===== src/core/ppio_defines.vh =====
// constants for the five-port parallel i/o block
`ifndef PPIO_DEFINES_VH
`define PPIO_DEFINES_VH
// register indexes, byte address is four times the index
`define PPIO_IDX_PA      14'h1000
`define PPIO_IDX_PA_DIR  14'h1001
`define PPIO_IDX_PB      14'h1004
`define PPIO_IDX_PC      14'h1006
`define PPIO_IDX_PC_DIR  14'h1007
`define PPIO_IDX_PD      14'h1008
`define PPIO_IDX_PD_DIR  14'h1009
`define PPIO_IDX_PE      14'h100A
`define PPIO_IDX_CC45    14'h101E
`define PPIO_IDX_PACC    14'h1026
`define PPIO_IDX_SPI     14'h1028
`define PPIO_IDX_SYSTEM_OPTIONS_TWO    14'h1038
// decoded register selects
`define PPIO_SEL_NONE    4'h0
`define PPIO_SEL_PA      4'h1
`define PPIO_SEL_PA_DIR  4'h2
`define PPIO_SEL_PB      4'h3
`define PPIO_SEL_PC      4'h4
`define PPIO_SEL_PC_DIR  4'h5
`define PPIO_SEL_PD      4'h6
`define PPIO_SEL_PD_DIR  4'h7
`define PPIO_SEL_PE      4'h8
`define PPIO_SEL_CC45    4'h9
`define PPIO_SEL_PACC    4'hA
`define PPIO_SEL_SPI     4'hB
`define PPIO_SEL_SYSTEM_OPTIONS_TWO    4'hC
// field positions
`define PPIO_SYSTEM_OPTIONS_TWO_PORT_C_OPEN_DRAIN_SELECT   6
`define PPIO_PACC_I4O5   2
`define PPIO_SPI_EN      6
`define PPIO_SPI_PORT_D_OPEN_DRAIN_SELECT    5
`define PPIO_SPI_MSTR    4
`define PPIO_MODE_EXP    1
`define PPIO_PA_SHARED   3
`define PPIO_PA_ACCUM    7
`define PPIO_PD_SS       5
`define PPIO_PD_SCK      4
`define PPIO_PD_MOSI     3
`define PPIO_PD_MISO     2
`define PPIO_PD_TXD      1
`define PPIO_PD_RXD      0
// reset values and bus answers
`define PPIO_RST_BYTE    8'h00
`define PPIO_RST_HIZ     8'hFF
`define PPIO_RST_PD      6'h00
`define PPIO_RST_PD_HIZ  6'h3F
`define PPIO_RST_WORD    16'h0000
`define PPIO_RESP_OKAY   2'h0
`define PPIO_RESP_SLVERR 2'h2
`define PPIO_PAD24       24'h000000
`define PPIO_PAD16       16'h0000
`define PPIO_PAD2        2'h0
`endif


===== src/core/ppio_top.v =====
// parallel i/o ports a to e with axi4-lite register access
`timescale 1ns/1ns
`include "ppio_defines.vh"

module ppio_top (
  input  wire        ref_clk,
  input  wire        rst,
  input  wire [15:0] s_axi_awaddr,
  input  wire        s_axi_awvalid,
  output wire        s_axi_awready,
  input  wire [31:0] s_axi_wdata,
  input  wire [3:0]  s_axi_wstrb,
  input  wire        s_axi_wvalid,
  output wire        s_axi_wready,
  output wire [1:0]  s_axi_bresp,
  output wire        s_axi_bvalid,
  input  wire        s_axi_bready,
  input  wire [15:0] s_axi_araddr,
  input  wire        s_axi_arvalid,
  output wire        s_axi_arready,
  output wire [31:0] s_axi_rdata,
  output wire [1:0]  s_axi_rresp,
  output wire        s_axi_rvalid,
  input  wire        s_axi_rready,
  input  wire [1:0]  op_mode,
  input  wire [7:0]  ext_addr_hi,
  input  wire        ext_rw,
  input  wire [7:0]  ext_data_out,
  output wire [7:0]  ext_data_in,
  input  wire [7:0]  pa_in,
  output wire [7:0]  pa_out,
  output wire [7:0]  pa_oe_n,
  input  wire [4:0]  timer_oc_en,
  input  wire [4:0]  timer_oc_val,
  input  wire [15:0] timer_count,
  output wire [3:0]  ic_level,
  output wire        pulse_accum_input,
  output wire        capture4_compare5_select,
  output wire [15:0] cc45_value,
  output wire [7:0]  pb_out,
  input  wire [7:0]  pc_in,
  output wire [7:0]  pc_out,
  output wire [7:0]  pc_oe_n,
  input  wire [5:0]  pd_in,
  output wire [5:0]  pd_out,
  output wire [5:0]  pd_oe_n,
  input  wire        uart_tx_en,
  input  wire        uart_tx_val,
  input  wire        uart_rx_en,
  input  wire        spi_sck_out,
  input  wire        spi_mosi_out,
  input  wire        spi_miso_out,
  output wire        spi_enable,
  output wire        spi_master,
  output wire        spi_fault_in_n,
  input  wire [7:0]  pe_in
);

  // register address decode, shared by read and write paths
  function [3:0] ppio_dec;
    input [15:0] addr;
    input        exp_mode;
    begin
      case (addr[15:2])
        `PPIO_IDX_PA:     ppio_dec = `PPIO_SEL_PA;
        `PPIO_IDX_PA_DIR: ppio_dec = `PPIO_SEL_PA_DIR;
        `PPIO_IDX_PB:     ppio_dec = exp_mode ? `PPIO_SEL_NONE : `PPIO_SEL_PB;
        `PPIO_IDX_PC:     ppio_dec = exp_mode ? `PPIO_SEL_NONE : `PPIO_SEL_PC;
        `PPIO_IDX_PC_DIR: ppio_dec = `PPIO_SEL_PC_DIR;
        `PPIO_IDX_PD:     ppio_dec = `PPIO_SEL_PD;
        `PPIO_IDX_PD_DIR: ppio_dec = `PPIO_SEL_PD_DIR;
        `PPIO_IDX_PE:     ppio_dec = `PPIO_SEL_PE;
        `PPIO_IDX_CC45:   ppio_dec = `PPIO_SEL_CC45;
        `PPIO_IDX_PACC:   ppio_dec = `PPIO_SEL_PACC;
        `PPIO_IDX_SPI:    ppio_dec = `PPIO_SEL_SPI;
        `PPIO_IDX_SYSTEM_OPTIONS_TWO:   ppio_dec = `PPIO_SEL_SYSTEM_OPTIONS_TWO;
        default:          ppio_dec = `PPIO_SEL_NONE;
      endcase
    end
  endfunction

  // data read: output bits show the latch, input bits the pin
  function [7:0] ppio_mix;
    input [7:0] dir;
    input [7:0] latch;
    input [7:0] pin;
    begin
      ppio_mix = (dir & latch) | (~dir & pin);
    end
  endfunction

  // bus slave state
  reg        aw_full_ff;    // write address held
  reg [15:0] awaddr_ff;     // held write address
  reg        w_full_ff;     // write data held
  reg [15:0] wdata_ff;      // low two lanes are all that matter
  reg [1:0]  wstrb_ff;      // matching byte enables
  reg        bvalid_ff;     // write answer pending
  reg [1:0]  bresp_ff;      // write answer code
  reg        rvalid_ff;     // read answer pending
  reg [31:0] rdata_ff;      // read answer data
  reg [1:0]  rresp_ff;      // read answer code

  // software registers
  reg [7:0]  pa_data_ff;    // port a latch
  reg [7:0]  pa_dir_ff;     // port a direction
  reg [7:0]  pb_data_ff;    // port b latch
  reg [7:0]  pc_data_ff;    // port c latch
  reg [7:0]  pc_dir_ff;     // port c direction
  reg [5:0]  pd_data_ff;    // port d latch, six pins only
  reg [5:0]  pd_dir_ff;     // port d direction
  reg [15:0] cc45_ff;       // shared compare/capture word
  reg        i4o5_ff;       // capture4_compare5_select
  reg        spi_en_ff;     // spi enable
  reg        spi_mstr_ff;   // spi master mode
  reg        port_d_open_drain_select_ff;       // port_d_open_drain_select
  reg        port_c_open_drain_select_ff;       // port_c_open_drain_select
  reg        init_ff;       // first edge after reset release

  // pin side flops
  reg [7:0]  pa_out_ff;     // port a pin value
  reg [7:0]  pa_oe_n_ff;    // port a enable, low drives
  reg [7:0]  pb_out_ff;     // port b pin value
  reg [7:0]  pc_out_ff;     // port c pin value
  reg [7:0]  pc_oe_n_ff;    // port c enable, low drives
  reg [5:0]  pd_out_ff;     // port d pin value
  reg [5:0]  pd_oe_n_ff;    // port d enable, low drives
  reg [7:0]  ext_data_in_ff; // bus data seen on port c
  reg [3:0]  ic_level_ff;   // capture levels to timer
  reg        accum_in_ff;   // pulse accumulator level
  reg        fault_n_ff;    // spi mode-fault level
  reg        pa3_prev_ff;   // last level of pin a3

  // next values of the pin side
  reg [7:0]  nxt_pa_out;
  reg [7:0]  nxt_pa_oe_n;
  reg [7:0]  nxt_pb_out;
  reg [7:0]  nxt_pc_out;
  reg [7:0]  nxt_pc_oe_n;
  reg [5:0]  nxt_pd_out;
  reg [5:0]  nxt_pd_oe_n;
  reg [5:0]  pd_drive;      // working drive mask for port d
  reg [7:0]  rd_byte;       // low byte of read answer
  reg [15:0] rd_word;       // full read answer below pad

  wire       exp_mode = op_mode[`PPIO_MODE_EXP];
  wire [7:0] pa_lvl;        // level actually on port a pins
  wire [5:0] pd_lvl;        // level actually on port d pins
  wire       wr_go;         // both halves of a write present
  wire       rd_go;         // read address taken
  wire [3:0] wsel;
  wire [3:0] rsel;

  // a driven pin reads back its own drive, so timer inputs see it
  assign pa_lvl = (~pa_oe_n_ff & pa_out_ff) | (pa_oe_n_ff & pa_in);
  assign pd_lvl = (~pd_oe_n_ff & pd_out_ff) | (pd_oe_n_ff & pd_in);

  // handshakes: each channel accepts one item until the answer drains
  assign s_axi_awready = ~aw_full_ff & ~bvalid_ff;
  assign s_axi_wready  = ~w_full_ff & ~bvalid_ff;
  assign s_axi_arready = ~rvalid_ff;
  assign wr_go = aw_full_ff & w_full_ff & ~bvalid_ff;
  assign rd_go = s_axi_arvalid & ~rvalid_ff;
  assign wsel  = ppio_dec(awaddr_ff, exp_mode);
  assign rsel  = ppio_dec(s_axi_araddr, exp_mode);

  // read data select
  always @* begin
    rd_byte = `PPIO_RST_BYTE;
    rd_word = `PPIO_RST_WORD;
    case (rsel)
      `PPIO_SEL_PA:     rd_byte = ppio_mix(pa_dir_ff, pa_data_ff, pa_in);
      `PPIO_SEL_PA_DIR: rd_byte = pa_dir_ff;
      `PPIO_SEL_PB:     rd_byte = pb_data_ff;
      `PPIO_SEL_PC:     rd_byte = ppio_mix(pc_dir_ff, pc_data_ff, pc_in);
      `PPIO_SEL_PC_DIR: rd_byte = pc_dir_ff;
      `PPIO_SEL_PD:     rd_byte = {`PPIO_PAD2, pd_dir_ff & pd_data_ff | ~pd_dir_ff & pd_in};
      `PPIO_SEL_PD_DIR: rd_byte = {`PPIO_PAD2, pd_dir_ff};
      `PPIO_SEL_PE:     rd_byte = pe_in;
      `PPIO_SEL_CC45:   rd_word = cc45_ff;
      `PPIO_SEL_PACC: begin
        rd_byte = `PPIO_RST_BYTE;
        rd_byte[`PPIO_PACC_I4O5] = i4o5_ff;
      end
      `PPIO_SEL_SPI: begin
        rd_byte = `PPIO_RST_BYTE;
        rd_byte[`PPIO_SPI_EN] = spi_en_ff;
        rd_byte[`PPIO_SPI_PORT_D_OPEN_DRAIN_SELECT] = port_d_open_drain_select_ff;
        rd_byte[`PPIO_SPI_MSTR] = spi_mstr_ff;
      end
      `PPIO_SEL_SYSTEM_OPTIONS_TWO: begin
        rd_byte = `PPIO_RST_BYTE;
        rd_byte[`PPIO_SYSTEM_OPTIONS_TWO_PORT_C_OPEN_DRAIN_SELECT] = port_c_open_drain_select_ff;
      end
      default:          rd_byte = `PPIO_RST_BYTE;
    endcase
    if (rsel != `PPIO_SEL_CC45) begin
      rd_word = {`PPIO_RST_BYTE, rd_byte};
    end
  end

  // bus slave channels
  always @(posedge ref_clk or posedge rst) begin
    if (rst) begin
      aw_full_ff <= 1'b0;
      awaddr_ff  <= `PPIO_RST_WORD;
      w_full_ff  <= 1'b0;
      wdata_ff   <= `PPIO_RST_WORD;
      wstrb_ff   <= `PPIO_PAD2;
      bvalid_ff  <= 1'b0;
      bresp_ff   <= `PPIO_RESP_OKAY;
      rvalid_ff  <= 1'b0;
      rdata_ff   <= {`PPIO_PAD16, `PPIO_RST_WORD};
      rresp_ff   <= `PPIO_RESP_OKAY;
    end else begin
      // address and data may arrive in either order
      if (s_axi_awvalid && s_axi_awready) begin
        aw_full_ff <= 1'b1;
        awaddr_ff  <= s_axi_awaddr;
      end
      if (s_axi_wvalid && s_axi_wready) begin
        w_full_ff <= 1'b1;
        wdata_ff  <= s_axi_wdata[15:0];
        wstrb_ff  <= s_axi_wstrb[1:0];
      end
      if (wr_go) begin
        aw_full_ff <= 1'b0;
        w_full_ff  <= 1'b0;
        bvalid_ff  <= 1'b1;
        bresp_ff   <= (wsel == `PPIO_SEL_NONE) ? `PPIO_RESP_SLVERR : `PPIO_RESP_OKAY;
      end else if (bvalid_ff && s_axi_bready) begin
        bvalid_ff <= 1'b0;
      end
      // unmapped reads answer zero with an error code
      if (rd_go) begin
        rvalid_ff <= 1'b1;
        rdata_ff  <= {`PPIO_PAD16, rd_word};
        rresp_ff  <= (rsel == `PPIO_SEL_NONE) ? `PPIO_RESP_SLVERR : `PPIO_RESP_OKAY;
      end else if (rvalid_ff && s_axi_rready) begin
        rvalid_ff <= 1'b0;
      end
    end
  end

  // software registers, init capture and input capture four
  always @(posedge ref_clk or posedge rst) begin
    if (rst) begin
      pa_data_ff  <= `PPIO_RST_BYTE;
      pa_dir_ff   <= `PPIO_RST_BYTE;
      pb_data_ff  <= `PPIO_RST_BYTE;
      pc_data_ff  <= `PPIO_RST_BYTE;
      pc_dir_ff   <= `PPIO_RST_BYTE;
      pd_data_ff  <= `PPIO_RST_PD;
      pd_dir_ff   <= `PPIO_RST_PD;
      cc45_ff     <= `PPIO_RST_WORD;
      i4o5_ff     <= 1'b0;
      spi_en_ff   <= 1'b0;
      spi_mstr_ff <= 1'b0;
      port_d_open_drain_select_ff     <= 1'b0;
      port_c_open_drain_select_ff     <= 1'b0;
      init_ff     <= 1'b1;
      pa3_prev_ff <= 1'b0;
    end else begin
      pa3_prev_ff <= pa_lvl[`PPIO_PA_SHARED];
      // input latches pick up the pins right after reset
      if (init_ff) begin
        init_ff    <= 1'b0;
        pa_data_ff <= pa_in;
        pc_data_ff <= pc_in;
        pd_data_ff <= pd_in;
      end
      // with capture four selected, any edge on pin a3, own drive included, captures the count
      if (i4o5_ff && !init_ff && (pa3_prev_ff != pa_lvl[`PPIO_PA_SHARED])) begin
        cc45_ff <= timer_count;
      end
      if (wr_go && wstrb_ff[0]) begin
        case (wsel)
          `PPIO_SEL_PA:     pa_data_ff <= wdata_ff[7:0];
          `PPIO_SEL_PA_DIR: pa_dir_ff  <= wdata_ff[7:0];
          `PPIO_SEL_PB:     pb_data_ff <= wdata_ff[7:0];
          `PPIO_SEL_PC:     pc_data_ff <= wdata_ff[7:0];
          `PPIO_SEL_PC_DIR: pc_dir_ff  <= wdata_ff[7:0];
          `PPIO_SEL_PD:     pd_data_ff <= wdata_ff[5:0];
          `PPIO_SEL_PD_DIR: pd_dir_ff  <= wdata_ff[5:0];
          `PPIO_SEL_PACC:   i4o5_ff    <= wdata_ff[`PPIO_PACC_I4O5];
          `PPIO_SEL_SPI: begin
            spi_en_ff   <= wdata_ff[`PPIO_SPI_EN];
            port_d_open_drain_select_ff     <= wdata_ff[`PPIO_SPI_PORT_D_OPEN_DRAIN_SELECT];
            spi_mstr_ff <= wdata_ff[`PPIO_SPI_MSTR];
          end
          `PPIO_SEL_SYSTEM_OPTIONS_TWO:   port_c_open_drain_select_ff    <= wdata_ff[`PPIO_SYSTEM_OPTIONS_TWO_PORT_C_OPEN_DRAIN_SELECT];
          default:          port_c_open_drain_select_ff    <= port_c_open_drain_select_ff;
        endcase
      end
      // a bus write to cc45 is dropped whenever capture four is selected
      if (wr_go && (wsel == `PPIO_SEL_CC45) && !i4o5_ff) begin
        if (wstrb_ff[0]) begin
          cc45_ff[7:0] <= wdata_ff[7:0];
        end
        if (wstrb_ff[1]) begin
          cc45_ff[15:8] <= wdata_ff[15:8];
        end
      end
    end
  end

  // pin drive for ports a, b and c
  always @* begin
    // port a: direction bit, timer compares on pins 7..3
    nxt_pa_out  = pa_data_ff;
    nxt_pa_oe_n = ~pa_dir_ff;
    if (timer_oc_en[4]) begin
      nxt_pa_out[7]  = timer_oc_val[4];
      nxt_pa_oe_n[7] = 1'b0;
    end
    if (timer_oc_en[3]) begin
      nxt_pa_out[6]  = timer_oc_val[3];
      nxt_pa_oe_n[6] = 1'b0;
    end
    if (timer_oc_en[2]) begin
      nxt_pa_out[5]  = timer_oc_val[2];
      nxt_pa_oe_n[5] = 1'b0;
    end
    if (timer_oc_en[1]) begin
      nxt_pa_out[4]  = timer_oc_val[1];
      nxt_pa_oe_n[4] = 1'b0;
    end
    // compare five owns pin a3 only while capture four is off
    if (timer_oc_en[0] && !i4o5_ff) begin
      nxt_pa_out[3]  = timer_oc_val[0];
      nxt_pa_oe_n[3] = 1'b0;
    end
    // port b: latch or high address
    nxt_pb_out = exp_mode ? ext_addr_hi : pb_data_ff;
    // port c: data bus follows ext_rw in expanded modes
    if (exp_mode) begin
      nxt_pc_out  = ext_data_out;
      nxt_pc_oe_n = ext_rw ? `PPIO_RST_HIZ : `PPIO_RST_BYTE;
    end else if (port_c_open_drain_select_ff) begin
      nxt_pc_out  = `PPIO_RST_BYTE;
      nxt_pc_oe_n = ~(pc_dir_ff & ~pc_data_ff);
    end else begin
      nxt_pc_out  = pc_data_ff;
      nxt_pc_oe_n = ~pc_dir_ff;
    end
  end

  // pin drive for port d with serial overrides
  always @* begin
    nxt_pd_out = pd_data_ff;
    pd_drive   = pd_dir_ff;
    if (uart_tx_en) begin
      nxt_pd_out[`PPIO_PD_TXD] = uart_tx_val;
      pd_drive[`PPIO_PD_TXD]   = 1'b1;
    end
    if (uart_rx_en) begin
      pd_drive[`PPIO_PD_RXD] = 1'b0;
    end
    if (spi_en_ff && spi_mstr_ff) begin
      // master: pin5 stays gpio output or fault input by its bit
      nxt_pd_out[`PPIO_PD_SCK]  = spi_sck_out;
      nxt_pd_out[`PPIO_PD_MOSI] = spi_mosi_out;
      pd_drive[`PPIO_PD_MISO]   = 1'b0;
    end else if (spi_en_ff) begin
      pd_drive[`PPIO_PD_SS]     = 1'b0;
      pd_drive[`PPIO_PD_SCK]    = 1'b0;
      pd_drive[`PPIO_PD_MOSI]   = 1'b0;
      nxt_pd_out[`PPIO_PD_MISO] = spi_miso_out;
    end
    // open drain holds in every mode; a one floats
    if (port_d_open_drain_select_ff) begin
      pd_drive   = pd_drive & ~nxt_pd_out;
      nxt_pd_out = `PPIO_RST_PD;
    end
    nxt_pd_oe_n = ~pd_drive;
  end

  // pin and timer-side flops
  always @(posedge ref_clk or posedge rst) begin
    if (rst) begin
      pa_out_ff      <= `PPIO_RST_BYTE;
      pa_oe_n_ff     <= `PPIO_RST_HIZ;
      pb_out_ff      <= `PPIO_RST_BYTE;
      pc_out_ff      <= `PPIO_RST_BYTE;
      pc_oe_n_ff     <= `PPIO_RST_HIZ;
      pd_out_ff      <= `PPIO_RST_PD;
      pd_oe_n_ff     <= `PPIO_RST_PD_HIZ;
      ext_data_in_ff <= `PPIO_RST_BYTE;
      ic_level_ff    <= 4'h0;
      accum_in_ff    <= 1'b0;
      fault_n_ff     <= 1'b1;
    end else begin
      pa_out_ff      <= nxt_pa_out;
      pa_oe_n_ff     <= nxt_pa_oe_n;
      pb_out_ff      <= nxt_pb_out;
      pc_out_ff      <= nxt_pc_out;
      pc_oe_n_ff     <= nxt_pc_oe_n;
      pd_out_ff      <= nxt_pd_out;
      pd_oe_n_ff     <= nxt_pd_oe_n;
      ext_data_in_ff <= pc_in;
      // captures one to three on pins 2..0, four on pin 3
      ic_level_ff    <= {i4o5_ff & pa_lvl[`PPIO_PA_SHARED], pa_lvl[2:0]};
      accum_in_ff    <= pa_lvl[`PPIO_PA_ACCUM];
      // fault input only in master mode with pin5 bit clear
      fault_n_ff     <= ~(spi_en_ff & spi_mstr_ff & ~pd_dir_ff[`PPIO_PD_SS])
                        | pd_lvl[`PPIO_PD_SS];
    end
  end

  // outputs
  assign s_axi_bvalid = bvalid_ff;
  assign s_axi_bresp  = bresp_ff;
  assign s_axi_rvalid = rvalid_ff;
  assign s_axi_rdata  = rdata_ff;
  assign s_axi_rresp  = rresp_ff;
  assign ext_data_in  = ext_data_in_ff;
  assign pa_out       = pa_out_ff;
  assign pa_oe_n      = pa_oe_n_ff;
  assign pb_out       = pb_out_ff;
  assign pc_out       = pc_out_ff;
  assign pc_oe_n      = pc_oe_n_ff;
  assign pd_out       = pd_out_ff;
  assign pd_oe_n      = pd_oe_n_ff;
  assign ic_level     = ic_level_ff;
  assign pulse_accum_input        = accum_in_ff;
  assign capture4_compare5_select = i4o5_ff;
  assign cc45_value   = cc45_ff;
  assign spi_enable   = spi_en_ff;
  assign spi_master   = spi_mstr_ff;
  assign spi_fault_in_n = fault_n_ff;

endmodule // ppio_top


===== config.mk =====
export PLATFORM = sky130hd
export DESIGN_NAME = ppio_top
export DESIGN_NICKNAME = d
export VERILOG_FILES = /design/src/core/ppio_top.v
export VERILOG_INCLUDE_DIRS = /design/src /design/src/core
export SDC_FILE = /design/constraint.sdc
export NUM_CORES = 1
export LEC_CHECK = 0
export ABC_CLOCK_PERIOD_IN_PS = 5400
export BUFFER_PORTS_ARGS = -buffer_cell sky130_fd_sc_hd__buf_2
export CORE_ASPECT_RATIO = 2
export CORE_MARGIN = 4
export CORE_UTILIZATION = 25
export CTS_CLUSTER_SIZE = 14
export DETAILED_ROUTE_END_ITERATION = 16
export GPL_TIMING_DRIVEN = 0
export PLACE_DENSITY = 0.56
export SLEW_MARGIN = 25
export SYNTH_ARGS = -nofsm -noshare
export SYNTH_HDL_FRONTEND = slang
export SYNTH_SLANG_ARGS = --single-unit
export TNS_END_PERCENT = 100

===== constraint.sdc =====
create_clock -name ref_clk -period 5.4 [get_ports ref_clk]
set_input_delay 0.54 -clock ref_clk [delete_from_list [all_inputs] [get_ports ref_clk]]
set_output_delay 0.54 -clock ref_clk [all_outputs]
set_load 0.02 [all_outputs]

=== After elaboration in Yosys (flattened, before gate mapping) ===
Index checks and enable logic that the tools add are counted.

* Register bits: 199
* Input port bits: 156
* Output and inout port bits: 126
* Word-level logic and storage cells: 209

* Equality and inequality tests: 49
* Multiplexer cells: 57
* Bitwise logic cells: 41
* Reductions and logical operators: 26

{| class="wikitable"
|+ Operators by type and width
! operator !! count
|-
| 14-bit by 13-bit equality test with 1-bit output, second input constant || 24
|-
| 8-bit 2-to-1 mux || 14
|-
| 4-bit one-hot mux with 12 select lines || 2
|-
| 8-bit one-hot mux with 11 select lines || 1
|-
| 16-bit 2-to-1 mux || 4
|-
| 8-bit AND || 7
|-
| 8-bit inverter || 5
|-
| 4-bit equality test, second input constant || 9
|-
| 4-bit by 3-bit equality test with 1-bit output, second input constant || 8
|-
| 6-bit AND || 5
|-
| 6-bit 2-to-1 mux || 5
|-
| 1-bit 2-to-1 mux || 24
|-
| 6-bit inverter || 4
|-
| 8-bit bitwise OR || 3
|-
| 4-bit by 2-bit equality test with 1-bit output, second input constant || 4
|-
| 2-bit AND reduction || 7
|-
| 6-bit bitwise OR || 2
|-
| 1-bit logical AND || 11
|-
| 3-bit 2-to-1 mux || 3
|-
| 1-bit AND || 8
|-
| 4-bit by 1-bit equality test with 1-bit output, second input constant || 2
|-
| 4-bit zero test || 2
|-
| 2-bit 2-to-1 mux || 4
|-
| 2-bit nonzero test || 4
|-
| other kinds (5) || 11
|}

=== Depth between registers and ports, before layout ===
* Depth in word-level cells: 8
* Gate-level depth with buffers: 8
* Gate-level depth less buffers: 6

=== Worst setup path before layout ===
OpenSTA, ideal clock, no wires.

* Path type: input to register
* Start point: in s_axi_araddr[11]
* End point: reg rdata_ff[6], in the netlist s_axi_rdata[6]
* Setup time: 0.131 ns
* Arrival: 2.282 ns
* Data required time: 5.269 ns
* Slack: 2.987 ns
* Stages: 7
* Buffers on the path: 1
* Cells stage by stage: or4_4 > buf_6 > or2_1 > a31oi_2 > mux2_1 > a31oi_1 > a31oi_1

* Cells in the longest elaborated chain, start to end: 5
* Elaborated cells on any way between the ends: 29
* Those cells by class: eq/ne: 25; mux: 4

{| class="wikitable"
|+ RTL lines
! what !! RTL line !! text
|-
| start: declaration || ppio_top.v:18 || <nowiki>input wire [15:0] s_axi_araddr,</nowiki>
|-
| 14-bit by 13-bit equality test with 1-bit output || ppio_top.v:64 || <nowiki>case (addr[15:2])</nowiki>
|-
| 4-bit one-hot mux with 12 select lines * || ppio_top.v:64 ||
|-
| 4-bit equality test, or another cell as far along || ppio_top.v:171 || <nowiki>case (rsel)</nowiki>
|-
| 8-bit one-hot mux with 11 select lines or 16-bit 2-to-1 mux (tied branches) || ppio_top.v:171 ||
|-
| 16-bit 2-to-1 mux * || ppio_top.v:197 || <nowiki>if (rsel != `PPIO_SEL_CC45) begin</nowiki>
|-
| end signal: assignment || ppio_top.v:213 || <nowiki>rdata_ff <= {`PPIO_PAD16, `PPIO_RST_WORD};</nowiki>
|-
| end signal: assignment || ppio_top.v:237 || <nowiki>rdata_ff <= {`PPIO_PAD16, rd_word};</nowiki>
|-
| end: declaration || ppio_top.v:101 || <nowiki>reg [31:0] rdata_ff;</nowiki>
|}

Mark *: on every way between the ends. The rest lies on a longest branch, timed or not.
A chain may end at the register's enable or synchronous reset.

=== Worst setup path in the final report ===
* Start point: reg pa_oe_n_ff[3], in the netlist pa_oe_n[3]
* End point: reg cc45_ff[6], in the netlist cc45_value[6]

* Cells in the longest elaborated chain, start to end: 8
* Elaborated cells on any way between the ends: 9
* Those cells by class: eq/ne: 1; mux: 3; bitwise: 4; reduce/logical: 1

{| class="wikitable"
|+ RTL lines
! what !! RTL line !! text
|-
| start: declaration || ppio_top.v:122 || <nowiki>reg [7:0] pa_oe_n_ff;</nowiki>
|-
| start signal: assignment || ppio_top.v:382 || <nowiki>pa_oe_n_ff <= `PPIO_RST_HIZ;</nowiki>
|-
| start signal: assignment || ppio_top.v:394 || <nowiki>pa_oe_n_ff <= nxt_pa_oe_n;</nowiki>
|-
| 8-bit inverter || ppio_top.v:155 || <nowiki>assign pa_lvl = (~pa_oe_n_ff & pa_out_ff) | (pa_oe_n_ff & pa_in);</nowiki>
|-
| 8-bit AND || ppio_top.v:155 ||
|-
| 8-bit bitwise OR * || ppio_top.v:155 ||
|-
| 1-bit != test * || ppio_top.v:273 || <nowiki>if (i4o5_ff && !init_ff && (pa3_prev_ff != pa_lvl[`PPIO_PA_SHARED])) begin</nowiki>
|-
| 1-bit logical AND * || ppio_top.v:273 ||
|-
| 16-bit 2-to-1 mux * || ppio_top.v:273 ||
|-
| 8-bit 2-to-1 mux || ppio_top.v:297 || <nowiki>if (wstrb_ff[0]) begin</nowiki>
|-
| 16-bit 2-to-1 mux * || ppio_top.v:296 || <nowiki>if (wr_go && (wsel == `PPIO_SEL_CC45) && !i4o5_ff) begin</nowiki>
|-
| end signal: assignment || ppio_top.v:255 || <nowiki>cc45_ff <= `PPIO_RST_WORD;</nowiki>
|-
| end signal: assignment || ppio_top.v:274 || <nowiki>cc45_ff <= timer_count;</nowiki>
|-
| end signal: assignment || ppio_top.v:298 || <nowiki>cc45_ff[7:0] <= wdata_ff[7:0];</nowiki>
|-
| end: declaration || ppio_top.v:112 || <nowiki>reg [15:0] cc45_ff;</nowiki>
|}

Marks and branches as above.

==> results.md <==
- Clk_skew: 11.23 ps
- DR pass1 iterations: 5
- Slew headroom: 40.16%
- Top cells by count, synth: 171 x dfrtp_1, 127 x mux2_2, 55 x nand2_1
- Routed vias: 7,507
- Initial antenna violation count: 7
- # DRC: 0
- Share of cells above drive strength 1: 46.08%
- CTS H-tree depth: 4
- Worst Path Arrival: 3310 ps
- Antenna Nets Post-Route: 0
- Final worst slack: 2433 ps
- Nets: 1,239
- Max Cap Viol: 0
- Final Wtd Congestion: 0.9423
- Register area share after synthesis: 51.68%
- Post-placement cell count: 1,523
- Synthesis-to-layout area growth: 27.53%
- Max Freq: 0.3371 GHz
- Final Max Tran Viols: 0
- All-Layer GR Usage: 16.88%
- Post-Route Setup TNS: 0 ps
- RSZ-0062 raised after global routing: false
- Hold crit path type: primary input to asynchronous set/reset pin
- CTS Root Cell: clkbuf_16
- Max FO, Critical Path: 10
- Port Buffers: 240
- Startpoint Class: register
- Fin. Hold Viols: 0
- Cell taking the most area after synthesis: dfrtp_1
- Vias/cell: 4.809
- Pin count of the biggest net entering global routing: 31
- First-pass GRT wire length: 51,860 um
- Crit path from: pa_oe_n[3]
- VDD IR max: 238.6 uV
- CP Data Required Time: 5740 ps
- Mean Syn Cell Area: 11.89 um2
- Non-Filler Instances: 1,561
- Syn Inst Count: 799
- Clk Latency, worst-skew pair: 460 ps
- Post-synth EDFFs: 0
- Total Routed Length: 35,060 um
- Synth Cell Area: 9500 um2
- CP Class: register to register
- Reg2reg start: pa_oe_n[3]
- Clock buffer count from CTS: 17
- FF+latch count, synth: 195
- Vias in the first global route: 8,059
- Top-count cell post-synth: dfrtp_1
- PostCTS Resize Cnt: 0
- HPWL after DPL: 28,350 um
- Initial Util: 25.39%
- Std cell rows: 100
- Die W: 145.8 um
- Total grt overflow: 0
- Lkg Pwr: 5.568 nW
- CTS tree: yes
- Wire per inst: 22.46 um
- Library cells used by synthesis: 88
- # setup viols final: 0
- Tcrit/Tclk final: 54.94%
- Yosys warns: 0
- Status: completed
- Setup crit end kind: register
- Worst-margin pin slew: 897.6 ps
- Post-CTS Setup Bufs: 0
- Die area: 41,370 um2
- Die H: 283.7 um
- Clock transition at the registers of the reported paths: 70 ps
- Core ar.: 37,410 um2
- Place WS: 2295 ps
- Power per cell area: 333.6 nW/um2
- Hold_buf cts: 0
- Num ports: 282
- Ys async rst share: 100.0%
- Synth area leaders: dfrtp_1 45%, mux2_2 15%, dfstp_2 6.6%
- Main synth FF type: dfrtp_1
- DR iter-0 viols: 339
- CTS Sinks: 195
- Yosys top cell area share: 45.04%
- Tmin final: 2967 ps
- Clock Path Buffers: 2
[through the flow]
| step | hold WS [ps] | utilization, % | total power (W) | cell area, um2 |
|---|---|---|---|---|
| 6_report | 153.6 | 32.38 | 0.004042 | 12120 |
| 5_1_grt | 179.9 | 32.38 | 0.004240 | 12110 |
| 4_1_cts | 141.9 | 32.34 | 0.004107 | 12100 |
| 3_5_place_dp | 387.4 | 30.81 | 0.002810 | 11520 |
| 3_3_place_gp | 376.2 | 30.33 | 0.002771 | 11350 |
| 2_1_floorplan | 365.1 | - | 0.002393 | 9572 |
[critical path: stages, from the launching register on]
cell	delay [ps]
dfstp_2	540
mux2i_1	350
xnor2_1	180
nand3b_1	500
clkbuf_1	600
mux2_2	410
mux2_2	260
[cell usage in the layout (no fill, tap or decap), drive strengths merged, types with 6 or more instances in the layout]
cell type and n:
and2 7, a22o 8, nand4b 6, nor3 9
a31oi 21, nand2 55, dfstp 24, nand4 19
nor3b 6, mux2i 21, a21oi 12, buf 286
nor2 29, clkbuf 41, nand3 41, nor2b 13
diode 6, mux2 140, dfrtp 171, nor4 11
nand2b 11, o21ai 41, inv 19, conb 19
clkinv 7
[area by class of cell]
| cell class | count | area (um2) |
|---|---|---|
| Antenna cell | 6 | 15.01 |
| Clock buffer | 18 | 429.2 |
| Timing Repair Buffer | 247 | 1364 |
| Inverter | 15 | 60.06 |
| Multi-Input combinational cell | 545 | 4272 |
| Tap cell | 459 | 574.3 |
| Sequential cell | 195 | 4910 |
| Buffer | 62 | 345.3 |
| Fill cell | 3827 | 25300 |
| Clock inverter | 14 | 146.4 |
[layer usage]
layer | vias up | global-route usage, % | part of all wire (%)
li1 | 3484 | - | -
met4 | 2 | 9.772 | 5.2
met5 | - | 0 | 0.037
met3 | 63 | 2.908 | 4.4
met1 | 3691 | 16.85 | 34
met2 | 267 | 32.23 | 56
[sequential cells by signal, indices dropped and copies added (netlist names), 2 cells and up]
register	cells
pd_data_ff	6
wdata_ff	16
awaddr_ff	14
pc_out	8
cc45_value	16
pc_oe_n	8
pd_dir_ff	6
pc_dir_ff	8
pa_dir_ff	8
pd_oe_n	6
pc_data_ff	8
pb_out	8
pa_out	8
pa_oe_n	8
s_axi_rdata	16
ext_data_in	8
pa_data_ff	8
ic_level	4
pd_out	6
pb_data_ff	8
wstrb_ff	2
[path summary, 6_finish.rpt]
path / to / slack, ps / cells after the start
setup / recovery: cc45_value[6] / 2430 / 6
hold / removal: s_axi_rdata[11] / 150 / 2
setup reg to reg: cc45_value[6] / 2430 / 6
hold reg to reg: pa_out[2] / 400 / 0
max in group asynchronous: pa_oe_n[2] / 3990 / 6
min in group ref_clk: pa_oe_n[4] / 200 / 2
[logic make-up after synthesis]
kind of cell	after synthesis	synth area share (%)
AND/OR/NAND/NOR	236	15.47
other	1	0.03947
AO/OA/AOI/OAI	127	9.588
multiplexers	161	18.81
flip-flops	195	51.68
buffers and inverters	77	4.228
XOR/XNOR	2	0.1844
[report_power, final]
part,switching (W),internal [W],total (W)
Clock,0.000626,0.000652,0.00128
Combinational,0.000573,0.000376,0.000949
Sequential,0.000148,0.00167,0.00181
Total,0.00135,0.00269,0.00404
Note: power is estimated with default switching activity, not from simulation.
